$ cat config.mk
export PLATFORM = sky130hd
export DESIGN_NAME = dcrr_regs
export DESIGN_NICKNAME = d
export VERILOG_FILES = /design/src/rtl/dcrr_pkg.sv /design/src/rtl/dcrr_regs.sv
export VERILOG_INCLUDE_DIRS = /design/src /design/src/rtl
export SDC_FILE = /design/constraint.sdc
export NUM_CORES = 1
export LEC_CHECK = 0
export BUFFER_PORTS_ARGS = -buffer_cell sky130_fd_sc_hd__clkbuf_2
export CORE_MARGIN = 4
export CORE_UTILIZATION = 25
export CTS_BUF_LIST = sky130_fd_sc_hd__clkbuf_16
export DETAILED_ROUTE_END_ITERATION = 6
export GPL_ROUTABILITY_DRIVEN = 0
export GPL_TIMING_DRIVEN = 1
export PLACE_DENSITY = 0.39
export SKIP_LAST_GASP = 1
export SLEW_MARGIN = 10
export SYNTH_ARGS = -nofsm -noshare
export SYNTH_HDL_FRONTEND = slang
export SYNTH_SLANG_ARGS = --single-unit
$ cat constraint.sdc
create_clock -name clock -period 3.6 [get_ports clock]
set_input_delay 0.18 -clock clock [delete_from_list [all_inputs] [get_ports clock]]
set_output_delay 0.18 -clock clock [all_outputs]
set_load 0.02 [all_outputs]
$ cat src/rtl/dcrr_defines.svh
`ifndef DCRR_DEFINES_SVH
`define DCRR_DEFINES_SVH
`define DCRR_OFS_CAL_CTRL     5'h0E
`define DCRR_OFS_CAL_STAT     5'h0F
`define DCRR_OFS_MEM_ADDR     5'h10
`define DCRR_OFS_MEM_DATA     5'h11
`define DCRR_OFS_MEM_CMD      5'h12
`define DCRR_OFS_PHASE        5'h14
`define DCRR_OFS_VERSION      5'h1F
`define DCRR_BIT_PRELD_Q      7
`define DCRR_BIT_PRELD_I      6
`define DCRR_BIT_CALSEL_Q     5
`define DCRR_BIT_CALSEL_I     4
`define DCRR_BIT_CAL_CLOCK_ENABLE_EN    3
`define DCRR_BIT_CLR_Q        7
`define DCRR_BIT_CLR_I        6
`define DCRR_BIT_START        4
`define DCRR_BIT_MEM_WR       3
`define DCRR_BIT_MEM_RD       2
`define DCRR_BIT_UNCAL_Q      1
`define DCRR_BIT_UNCAL_I      0
`define DCRR_BIT_SEARCH       4
`define DCRR_BIT_REACQ        3
`define DCRR_BIT_OVERRIDE     2
`define DCRR_PRELOAD_DEFAULT  6'h20
`define DCRR_PRELOAD_ADDR     6'h01
`define DCRR_COEFF_DEFAULT    6'h00
`define DCRR_MEM_UNCAL        2'h0
`define DCRR_MEM_SELF         2'h1
`define DCRR_MEM_USER         2'h2
`define DCRR_CAL_STEPS        8'h40
`define DCRR_SEARCH_CYCLES    8'h10
// arbitrary value, chosen only to be recognisable
`define DCRR_VERSION_CODE     8'h5A
`endif

$ cat src/rtl/dcrr_pkg.sv
package dcrr_pkg;
  typedef enum logic [1:0] {CAL_IDLE, CAL_PRELOAD, CAL_RUN} dcrr_cal_state_t;
  typedef struct packed {
    logic       write_en;
    logic [4:0] addr;
    logic [7:0] wdata;
  } dcrr_bus_req_t;
  typedef struct packed {
    logic [1:0] i_phase;
    logic [1:0] q_phase;
  } dcrr_phase_t;
  typedef struct packed {
    logic [1:0]      rst_sync;
    logic [7:0]      cal_ctrl;
    logic [5:0]      mem_addr;
    logic [5:0]      mem_data;
    logic [1:0]      complete;
    logic [1:0]      mem_state_i;
    logic [1:0]      mem_state_q;
    logic            override;
    logic            reacq;
    logic            searching;
    logic [7:0]      search_cnt;
    dcrr_phase_t     forced;
    dcrr_phase_t     to_retimer;
    logic [7:0]      div_cnt;
    logic            cal_tick;
    dcrr_cal_state_t cal_state;
    logic [1:0]      cal_chan;
    logic [7:0]      cal_cnt;
    logic [5:0]      ref_val;
    logic            user_set;
  } dcrr_state_t;
endpackage

$ cat src/rtl/dcrr_regs.sv
// Summary of operation
// - preload bit 0 uses reference 32; bit 1 uses user value at location 1.
// - per-channel select bit includes that channel in self-calibration; default unselected.
// - calibration clock runs only while its enable bit is 1; reset stops it.
// - divider code 000 divides by 256, 001 by 128, 110 by 4, 111 by 2.
// - read-only completion flag per channel, 1 once its calibration completes.
// - 2-bit memory state per channel: 00 uncalibrated, 01 self, 10 user.
// - 6-bit address register selects coefficient location for read or write commands.
// - 6-bit data register holds write value and receives read result.
// - writing 1 to start bit begins self-calibration of selected channels.
// - write command stores data register at addressed coefficient location.
// - read command fetches addressed coefficient into data register.
// - uncalibrate bit restores that channel's coefficients to default values.
// - with override 0, phase fields are read-only and show retimer's chosen phase.
// - with override 1, phase fields become writable to force retimer phase.
// - override 1 drives both retimers from I field; 0 uses each own phase.
// - search status reads 1 while retimer searches, 0 once relationship is found.
// - a 0-to-1 write of reacquire bit restarts the retimer search.
// - 8-bit read-only register returns a fixed hardware revision code.
`timescale 1ns/10ps
`include "dcrr_defines.svh"
module dcrr_regs (
  input  wire logic                   clock,
  input  wire logic                   rst_b,
  input  wire dcrr_pkg::dcrr_bus_req_t bus_req,
  output logic [7:0]                  rdata,
  input  wire dcrr_pkg::dcrr_phase_t  auto_phase,
  output dcrr_pkg::dcrr_phase_t       retimer_phase,
  output logic                        retimer_search,
  output logic                        cal_clock_tick,
  output logic [5:0]                  cal_reference
);
  // coefficient memory: 64 entries per channel, entry index = address
  logic [5:0]            coeff_i [0:63];
  logic [5:0]            coeff_q [0:63];
  dcrr_pkg::dcrr_state_t st_r;
  dcrr_pkg::dcrr_state_t st_nxt;
  logic                  rst_n_int;
  logic                  wr_cal_ctrl;
  logic                  wr_mem_cmd;
  logic                  wr_phase;
  logic [7:0]            div_len;
  logic                  restore_i;
  logic                  restore_q;
  logic                  store_cmd;
  logic [5:0]            preload_i;
  logic [5:0]            preload_q;
  logic                  wr_mem_addr;
  logic                  wr_mem_data;
  logic                  fetch_cmd;
  logic                  start_cmd;
  logic                  clear_i;
  logic                  clear_q;
  logic                  reacq_rise;
  logic [1:0]            start_chan;
  logic [7:0]            status_rd;
  logic [1:0]            rd_phase_i;
  logic [1:0]            rd_phase_q;

  assign rst_n_int = st_r.rst_sync[1];
  assign wr_cal_ctrl = bus_req.write_en && bus_req.addr == `DCRR_OFS_CAL_CTRL;
  assign wr_mem_cmd = bus_req.write_en && bus_req.addr == `DCRR_OFS_MEM_CMD;
  assign wr_phase = bus_req.write_en && bus_req.addr == `DCRR_OFS_PHASE;
  assign restore_i = wr_mem_cmd && bus_req.wdata[`DCRR_BIT_UNCAL_I];
  assign restore_q = wr_mem_cmd && bus_req.wdata[`DCRR_BIT_UNCAL_Q];
  assign store_cmd = wr_mem_cmd && bus_req.wdata[`DCRR_BIT_MEM_WR];
  assign wr_mem_addr = bus_req.write_en && bus_req.addr == `DCRR_OFS_MEM_ADDR;
  assign wr_mem_data = bus_req.write_en && bus_req.addr == `DCRR_OFS_MEM_DATA;
  assign fetch_cmd = wr_mem_cmd && bus_req.wdata[`DCRR_BIT_MEM_RD];
  assign start_cmd = wr_mem_cmd && bus_req.wdata[`DCRR_BIT_START];
  assign clear_i = wr_mem_cmd && bus_req.wdata[`DCRR_BIT_CLR_I];
  assign clear_q = wr_mem_cmd && bus_req.wdata[`DCRR_BIT_CLR_Q];
  // only a rising edge of the stored bit restarts; rewriting 1 does nothing
  assign reacq_rise = wr_phase && bus_req.wdata[`DCRR_BIT_REACQ] && !st_r.reacq;
  assign start_chan = {st_r.cal_ctrl[`DCRR_BIT_CALSEL_Q], st_r.cal_ctrl[`DCRR_BIT_CALSEL_I]};
  assign status_rd = {st_r.complete[1], st_r.complete[0], 2'h0, st_r.mem_state_q, st_r.mem_state_i};
  // override shows the forced fields; otherwise the live computed phase
  assign rd_phase_i = st_r.override ? st_r.forced.i_phase : auto_phase.i_phase;
  assign rd_phase_q = st_r.override ? st_r.forced.q_phase : auto_phase.q_phase;
  assign preload_i = st_r.cal_ctrl[`DCRR_BIT_PRELD_I] ? coeff_i[`DCRR_PRELOAD_ADDR] : `DCRR_PRELOAD_DEFAULT;
  assign preload_q = st_r.cal_ctrl[`DCRR_BIT_PRELD_Q] ? coeff_q[`DCRR_PRELOAD_ADDR] : `DCRR_PRELOAD_DEFAULT;

  // divide ratio minus one: 256 >> code
  always_comb
  begin
    unique case (st_r.cal_ctrl[2:0])
      3'h0: div_len = 8'hFF;
      3'h1: div_len = 8'h7F;
      3'h2: div_len = 8'h3F;
      3'h3: div_len = 8'h1F;
      3'h4: div_len = 8'h0F;
      3'h5: div_len = 8'h07;
      3'h6: div_len = 8'h03;
      3'h7: div_len = 8'h01;
    endcase
  end

  always_comb
  begin
    st_nxt = st_r;
    st_nxt.rst_sync = {st_r.rst_sync[0], 1'b1};
    st_nxt.cal_tick = 1'b0;
    if (wr_cal_ctrl)
    begin
      st_nxt.cal_ctrl = bus_req.wdata;
    end
    if (wr_mem_addr)
    begin
      st_nxt.mem_addr = bus_req.wdata[5:0];
    end
    if (wr_mem_data)
    begin
      st_nxt.mem_data = bus_req.wdata[5:0];
    end
    // read port returns the I bank; I and Q share one address space view
    if (fetch_cmd)
    begin
      st_nxt.mem_data = coeff_i[st_r.mem_addr];
    end
    if (store_cmd)
    begin
      st_nxt.mem_state_i = `DCRR_MEM_USER;
      st_nxt.mem_state_q = `DCRR_MEM_USER;
      st_nxt.user_set = 1'b1;
    end
    if (restore_i)
    begin
      st_nxt.mem_state_i = `DCRR_MEM_UNCAL;
    end
    if (restore_q)
    begin
      st_nxt.mem_state_q = `DCRR_MEM_UNCAL;
    end
    // divider freewheels only while enabled, so a stopped clock restarts in phase
    if (st_r.cal_ctrl[`DCRR_BIT_CAL_CLOCK_ENABLE_EN])
    begin
      if (st_r.div_cnt >= div_len)
      begin
        st_nxt.div_cnt = 8'h00;
        st_nxt.cal_tick = 1'b1;
      end
      else
      begin
        st_nxt.div_cnt = st_r.div_cnt + 8'h01;
      end
    end
    else
    begin
      st_nxt.div_cnt = 8'h00;
    end
    // clear first, so a completion in the same cycle wins below
    if (clear_i)
    begin
      st_nxt.complete[0] = 1'b0;
    end
    if (clear_q)
    begin
      st_nxt.complete[1] = 1'b0;
    end
    unique case (st_r.cal_state)
      dcrr_pkg::CAL_IDLE:
      begin
        if (start_cmd)
        begin
          st_nxt.cal_chan = start_chan;
          st_nxt.cal_state = dcrr_pkg::CAL_PRELOAD;
          st_nxt.complete = st_nxt.complete & ~start_chan;
        end
      end
      dcrr_pkg::CAL_PRELOAD:
      begin
        st_nxt.ref_val = st_r.cal_chan[0] ? preload_i : preload_q;
        st_nxt.cal_cnt = `DCRR_CAL_STEPS;
        st_nxt.cal_state = st_r.cal_chan == 2'h0 ? dcrr_pkg::CAL_IDLE : dcrr_pkg::CAL_RUN;
      end
      dcrr_pkg::CAL_RUN:
      begin
        // steps advance on the calibration clock only; no enable means it waits
        if (st_r.cal_tick)
        begin
          st_nxt.cal_cnt = st_r.cal_cnt - 8'h01;
          if (st_r.cal_cnt == 8'h01)
          begin
            st_nxt.complete = st_nxt.complete | st_r.cal_chan;
            if (st_r.cal_chan[0])
            begin
              st_nxt.mem_state_i = `DCRR_MEM_SELF;
            end
            if (st_r.cal_chan[1])
            begin
              st_nxt.mem_state_q = `DCRR_MEM_SELF;
            end
            st_nxt.cal_state = dcrr_pkg::CAL_IDLE;
          end
        end
      end
      // the unused fourth state code falls back to idle
      default:
      begin
        st_nxt.cal_state = dcrr_pkg::CAL_IDLE;
      end
    endcase
    if (wr_phase)
    begin
      st_nxt.override = bus_req.wdata[`DCRR_BIT_OVERRIDE];
      st_nxt.reacq = bus_req.wdata[`DCRR_BIT_REACQ];
      if (st_r.override)
      begin
        st_nxt.forced.i_phase = bus_req.wdata[1:0];
        st_nxt.forced.q_phase = bus_req.wdata[7:6];
      end
    end
    if (st_r.searching)
    begin
      st_nxt.search_cnt = st_r.search_cnt - 8'h01;
      if (st_r.search_cnt == 8'h01)
      begin
        st_nxt.searching = 1'b0;
      end
    end
    // after the countdown, so a restart in mid-search reloads the full count
    if (reacq_rise)
    begin
      st_nxt.searching = 1'b1;
      st_nxt.search_cnt = `DCRR_SEARCH_CYCLES;
    end
    if (st_r.override)
    begin
      st_nxt.to_retimer.i_phase = st_r.forced.i_phase;
      st_nxt.to_retimer.q_phase = st_r.forced.i_phase;
    end
    else
    begin
      st_nxt.to_retimer = auto_phase;
    end
  end

  // state stays cleared for two edges after rst_b rises, until the synchronised copy lets go
  always_ff @(posedge clock or negedge rst_b)
  begin
    if (!rst_b)
    begin
      st_r <= '0;
    end
    else if (!rst_n_int)
    begin
      st_r <= '0;
      st_r.rst_sync <= {st_r.rst_sync[0], 1'b1};
    end
    else
    begin
      st_r <= st_nxt;
    end
  end

  // memory is cleared while the synchronised reset is held; restore-default writes the whole bank in one cycle
  genvar gi;
  generate
    for (gi = 0; gi < 64; gi = gi + 1)
    begin : g_coeff
      always_ff @(posedge clock)
      begin
        if (restore_i || !rst_n_int)
        begin
          coeff_i[gi] <= `DCRR_COEFF_DEFAULT;
        end
        else if (store_cmd && st_r.mem_addr == 6'(gi))
        begin
          coeff_i[gi] <= st_r.mem_data;
        end
        if (restore_q || !rst_n_int)
        begin
          coeff_q[gi] <= `DCRR_COEFF_DEFAULT;
        end
        else if (store_cmd && st_r.mem_addr == 6'(gi))
        begin
          coeff_q[gi] <= st_r.mem_data;
        end
      end
    end
  endgenerate

  always_comb
  begin
    unique case (bus_req.addr)
      `DCRR_OFS_CAL_CTRL: rdata = st_r.cal_ctrl;
      `DCRR_OFS_CAL_STAT: rdata = status_rd;
      `DCRR_OFS_MEM_ADDR: rdata = {2'h0, st_r.mem_addr};
      `DCRR_OFS_MEM_DATA: rdata = {2'h0, st_r.mem_data};
      `DCRR_OFS_PHASE: rdata = {rd_phase_q, 1'b0, st_r.searching, st_r.reacq, st_r.override, rd_phase_i};
      `DCRR_OFS_VERSION: rdata = `DCRR_VERSION_CODE;
      default: rdata = 8'h00;
    endcase
  end

  assign retimer_phase = st_r.to_retimer;
  assign retimer_search = st_r.searching;
  assign cal_clock_tick = st_r.cal_tick;
  assign cal_reference = st_r.ref_val;
endmodule // dcrr_regs

==> qor.csv, run 1 <==
metric,value,unit
root_buffer,clkbuf_16,
rsz0062_at_grt,false,
cp-end-kind,flip-flop,
finalSetupViolCount,0,
synth.avg_cell_area,13.41,um^2
fmax,334.2,MHz
hold_end,st_r[32],
wl,66970,um
crit_required,4.04,ns
status,"complete, no violations",
synth_top_flop_cell,edfxtp_1,
placedCellCount,2859,
areaGrowthSynthToFinish,15.77,%
p_seq_share,51.5,%
switching_share,22.15,%
die_y,307.9,um
synth_top_cell_by_area,edfxtp_1,
clkSinkCount,464,
n_antenna_cell,0,
cell_internal_pwr,0.009193,W
synth_area,0.02248,mm^2
clk_latency,0.60,ns
fp-row-count,109,
nNetsFinal,1796,
synth_edf_count,390,
antenna_found_initial,1,
reg2reg_to,st_r[54],
r2r_cells,7,
cts_buffers,55,
post-cts-setup-buffers,0,
core,0.08878,mm^2
cts_hold_buf,13,
p_switching,0.002615,W
drtAntennaViolNets,0,
p_leak,9.433,nW
min_from,bus_req[9],
fp.dieW,307.9,um
instances_no_fill,2971,
drt-wirelength-per-cell,22.54,um
grt.overflow.total,0,
ir_drop,0.3321,mV
worstPathCellList,buf_4 > mux4_2 > a22o_1 > a221oi_1 > o22ai_1 > nor4_1 > a311oi_1,
htreeDepth,2,
async_flop_share,15.95,%
drt-initial-drc-count,1011,
hpwlAfterDp,43760,um
syn_inst,1677,
fin_crit,2.992,ns
vias_per_cell,4.648,
die_area,0.09480,mm^2
combinationalPowerShare,3.8,%
crit_type,reg -> reg,
crit_slowest_cell,dfrtp_4,
power.density,453.6,mW/mm^2
grt_usage,14.09,%
relSlewSlack,29.94,%
firstDrtPassIters,7,
reg2reg_setup_slack,0.61,ns
layout-drive-gt1-share,16.94,%
via_count,13810,
grt_pass1_vias,14320,
yosys-top-cells-area,"edfxtp_1 52%, and2_1 11%, dfrtp_1 8.2%, mux4_2 6.3%, mux4_1 3.4%",
cts.repair.resized,0,
clk_pin_slew,0.06,ns
yosysWarnings,0,
finalHoldViolCount,0,
p_clk_share,44.7,%
max_cap_viol_count,0,
crit_fanout,36,
worstSetupStartpointType,flip-flop,
syn_nets,1709,
rr_startpoint,st_r[60],
fin_tns_setup,0,ns
ios,40,
synth_seq_area_share,60.32,%
holdWs,0.1480,ns
slowest_delay,0.86,ns
cts_tree,yes,
clockBufferDepth,3,
worstMarginPinSlew,1.040,ns
drc,0,
arrival,3.43,ns
grt_max_degree,75,
yosysTopAreaCellShare,52.09,%
skew,0.01814,ns
drv_slew,0,
synth_cell_types,72,
fin_crit_sh,83.11,%
grt_first_pass_wirelength,98990,um
hold-path-cell-count,5,
hold_path_class,in -> reg,
io_buffers,39,
synth_seq_cells,464,
initial_utilization,25.32,%
## metal layers
metal  vias to the layer above  wire (um)  global-route usage (%)
met5                         -          0                       0
met4                         0       1631                   3.804
met3                        85       3035                   2.046
met2                       343      31110                   22.83
met1                      7075      31190                   19.80
li1                       6307          -                       -
## critical path: cells and delay by family, from the launching register on
kind                   cells  cell delay (ns)
AO/OA/AOI/OAI              4             0.97
flip-flops                 1             0.86
buffers and inverters      1             0.33
AND/OR/NAND/NOR            1             0.33
multiplexers               1             0.32
## worst max path at each step
| stage | start | endpoint | cells past startpoint |
|---|---|---|---|
| 2_1_floorplan | st_r[60] | coeff_i[0][0] | 7 |
| 3_3_place_gp | bus_req[8] | coeff_i[40][2] | 6 |
| 3_5_place_dp | st_r[59] | st_r[55] | 5 |
| 4_1_cts | st_r[59] | st_r[56] | 6 |
| 5_1_grt | st_r[59] | st_r[55] | 5 |
| 6_report | st_r[60] | st_r[54] | 7 |
## stage by stage
stage                     instance area (um^2)  util [%]  total power, W  setup slack, ns
final                                    26030     29.32         0.01181           0.6082
after floorplan                          22480         -        0.006378            1.255
after CTS                                26030     29.32         0.01198           0.5539
after global routing                     26030     29.32         0.01226           0.4002
after global placement                   24230     27.29        0.006634           0.6254
after detailed placement                 24230     27.29        0.006637           0.5976
## cells in the final DEF (no fill, tap or decap), types with 43 or more instances in the layout
master / count
and2_1: 392
edfxtp_1: 390
nor2_1: 129
buf_4: 104
nand2_1: 82
o21ai_0: 71
dfrtp_1: 65
mux4_2: 63
clkbuf_16: 55
a21oi_1: 43
## Yosys cell counts (10+ instances only)
cell and instances:
and2_1 392, edfxtp_1 390, nor2_1 129, nand2_1 82
dfrtp_1 74, o21ai_0 72, clkbuf_1 67, mux4_2 63
a21oi_1 44, nand3_1 40, mux2i_1 39, mux4_1 29
buf_4 20, buf_2 13, ha_1 12, nor2b_1 11
a22o_1 10, inv_1 10
## state kept, by name, indices dropped and copies added (netlist names)
name / count
coeff_i: 384
st_r: 60
cal_reference: 6
coeff_q: 6
retimer_phase: 4
cal_clock_tick: 1
retimer_search: 1
rst_n_int: 1
st_nxt: 1
## power by group through the flow
stage / combinational, W / clock, W / sequential (W)
6_report: 0.000452 / 0.00528 / 0.00608
5_1_grt: 0.000490 / 0.00568 / 0.00609
4_1_cts: 0.000459 / 0.00544 / 0.00608
3_5_place_dp: 0.000445 / 0 / 0.00619
3_3_place_gp: 0.000443 / 0 / 0.00619
2_1_floorplan: 0.000257 / 0 / 0.00612
## area by class of cell
type | instances | area, um^2
fillers | 8934 | 62750
flip-flops and latches | 464 | 13590
multi-input cells | 1075 | 8142
well taps | 1165 | 1458
clock buffers | 55 | 1376
repair buffers | 156 | 1121
clock inverters | 44 | 294.0
inverters | 12 | 45.04
## kinds of logic (layout without fill, tap and decap cells)
| logic type | count (synthesis) | after routing | synth area share, % |
|---|---|---|---|
| and+or+nand+nor | 713 | 713 | 17.48 |
| DFF | 464 | 464 | 60.32 |
| AOI/OAI and AO/OA | 200 | 200 | 5.754 |
| buffers and inverters | 138 | 267 | 3.584 |
| muxes | 134 | 134 | 11.59 |
| xor gates and xnor gates | 15 | 15 | 0.5843 |
| adders and majority gates | 12 | 12 | 0.6678 |
| other | 1 | 1 | 0.01668 |
Power figures use the tool's default switching activity.
==> run 2, diff against run 1 <==
--- a/config.mk
+++ b/config.mk
@@ -13,7 +13,7 @@
 export DETAILED_ROUTE_END_ITERATION = 6
 export GPL_ROUTABILITY_DRIVEN = 0
 export GPL_TIMING_DRIVEN = 1
-export PLACE_DENSITY = 0.39
+export PLACE_DENSITY = 0.4
 export SKIP_LAST_GASP = 1
 export SLEW_MARGIN = 10
 export SYNTH_ARGS = -nofsm -noshare
==> constraint.sdc (replaced) <==
create_clock -name clock -period 2.5 [get_ports clock]
set_input_delay 0.125 -clock clock [delete_from_list [all_inputs] [get_ports clock]]
set_output_delay 0.125 -clock clock [all_outputs]
set_load 0.02 [all_outputs]
==> qor.csv, run 2 (synthesized netlist as in run 1, its figures left out) <==
metric,value,unit,change
status,"complete, no violations",,
skew,0.01721,ns,-0.0009273 ns
hpwlAfterDp,46790,um,+6.9%
crit_required,2.99,ns,-1.05 ns
rsz0062_at_grt,true,,
grt_usage,14.40,%,+0.31 points
drtAntennaViolNets,0,,unchanged
io_buffers,39,,unchanged
grt.overflow.total,0,,unchanged
grt_max_degree,62,,-17%
hold_path_class,in -> reg,,
grt_first_pass_wirelength,101500,um,+2.5%
nNetsFinal,1893,,+5.4%
antenna_found_initial,3,,+2
arrival,2.97,ns,-0.46 ns
vias_per_cell,4.599,,-1.1%
largest_reg_flops,384,,unchanged
finalHoldViolCount,0,,unchanged
instances_no_fill,3072,,+3.4%
clkSinkCount,464,,unchanged
grt_pass1_vias,14720,,+2.8%
rr_startpoint,st_r[59],,
die_y,307.9,um,unchanged
regMostFlops,coeff_i,,
drv_slew,0,,unchanged
crit_fanout,5,,-86%
areaGrowthSynthToFinish,21.39,%,
drt-wirelength-per-cell,22.21,um,-1.5%
firstDrtPassIters,5,,-2
die_area,0.09480,mm^2,unchanged
fmax,402.7,MHz,+20%
cp-end-kind,flip-flop,,
power.density,649.2,mW/mm^2,+43%
finalSetupViolCount,0,,unchanged
ios,40,,unchanged
relSlewSlack,43.96,%,+14 points
clk_latency,0.62,ns,+0.02 ns
fp.dieW,307.9,um,unchanged
ir_drop,0.4216,mV,+27%
worstSetupStartpointType,flip-flop,,
fin_crit,2.483,ns,-0.5088 ns
final_common_cell,and2_1,,
htreeDepth,2,,unchanged
cts_buffers,55,,unchanged
holdWs,0.08382,ns,-0.06422 ns
core,0.08878,mm^2,unchanged
final_cell_mix,"392 x and2_1, 390 x edfxtp_1, 179 x buf_4, 127 x nor2_1, 82 x nand2_1",,
fin_crit_sh,99.32,%,+16 points
clk_pin_slew,0.06,ns,about the same
p_leak,10.07,nW,+6.7%
fin_area,0.02729,mm^2,+4.9%
max_cap_viol_count,0,,unchanged
crit_type,reg -> reg,,
worstMarginPinSlew,0.8406,ns,-0.1994 ns
largestRegisters,"coeff_i (384), st_r (60)",,
utilization,30.74,%,+1.4 points
initial_utilization,25.32,%,unchanged
layout-drive-gt1-share,22.77,%,+5.8 points
fill_cells,8842,,-1.0%
cts_tree,yes,,
min_from,bus_req[9],,
placed_area,0.02507,mm^2,+3.5%
wl,68220,um,+1.9%
drc,0,,unchanged
drt-initial-drc-count,1180,,+17%
clockBufferDepth,3,,unchanged
root_buffer,clkbuf_16,,
fp-row-count,109,,unchanged
placedCellCount,2948,,+3.1%
critPathLaunch,st_r[59],,
via_count,14130,,+2.3%
[run 2: worst paths after layout]
| check | slack (ns) | cells past startpoint | endpoint |
|---|---|---|---|
| worst max-delay path | 0.02 | 8 | st_r[56] |
| worst min-delay path | 0.08 | 5 | st_r[33] |
| worst max register to register | 0.02 | 8 | st_r[56] |
| worst min register to register | 0.36 | 0 | rst_n_int |
| max in group asynchronous | 1.69 | 3 | st_r[47] |
| min in group asynchronous | 0.16 | 2 | cal_clock_tick |
[run 2: routing by layer]
layer | vias to the layer above | GRT usage (%) | share of wire [%]
met5 | - | 0 | 0
met4 | 0 | 3.390 | 2.2
met3 | 90 | 2.170 | 4.4
met2 | 348 | 23.11 | 46
met1 | 7177 | 20.59 | 48
li1 | 6514 | - | -
[run 2: report_power, final]
part	internal (W)	switching (W)
Clock	0.00493	0.00333
Sequential	0.00862	0.000117
Combinational	0.000296	0.000436
Total	0.0138	0.00388
[run 2: area by class of cell]
cell class / instances / area, um^2 / share of cell area [%]
timing repair buffer: 253 / 2097 / 7.683
antenna: 1 / 2.502 / 0.009168
tap: 1165 / 1458 / 5.341
clock inverter: 47 / 470.5 / 1.724
inverter: 12 / 45.04 / 0.1650
sequential: 464 / 13580 / 49.77
multi-input combinational: 1075 / 8260 / 30.26
clock buffer: 55 / 1376 / 5.043
[run 2: repair_timing]
action	4_1_cts	5_1_grt
pin swaps	13	5
endpoints found under the setup margin	5	126
gates resized for setup	13	21
hold buffers	13	0
endpoints found under the hold margin	87	0
buffers inserted	8	1
cloned	1	0
[run 2: worst max-delay path, cell delays in order (launching register included)]
cell and delay [ns]:
dfrtp_4 0.49, buf_12 0.15, buf_4 0.16, buf_12 0.14, mux4_2 0.42, a22o_1 0.25, a221oi_2 0.26, o22ai_4 0.13
o311a_1 0.36
[run 2: per-stage QoR]
stage	total power (W)	setup TNS, ns	setup WS, ns
final	0.01772	0	0.01695
after floorplan	0.009184	0	0.1554
after CTS	0.01796	0	0.01047
after detailed placement	0.009601	-0.4940	-0.1663
after global placement	0.009605	-0.3925	-0.1520
after global routing	0.01833	-0.2255	-0.04031
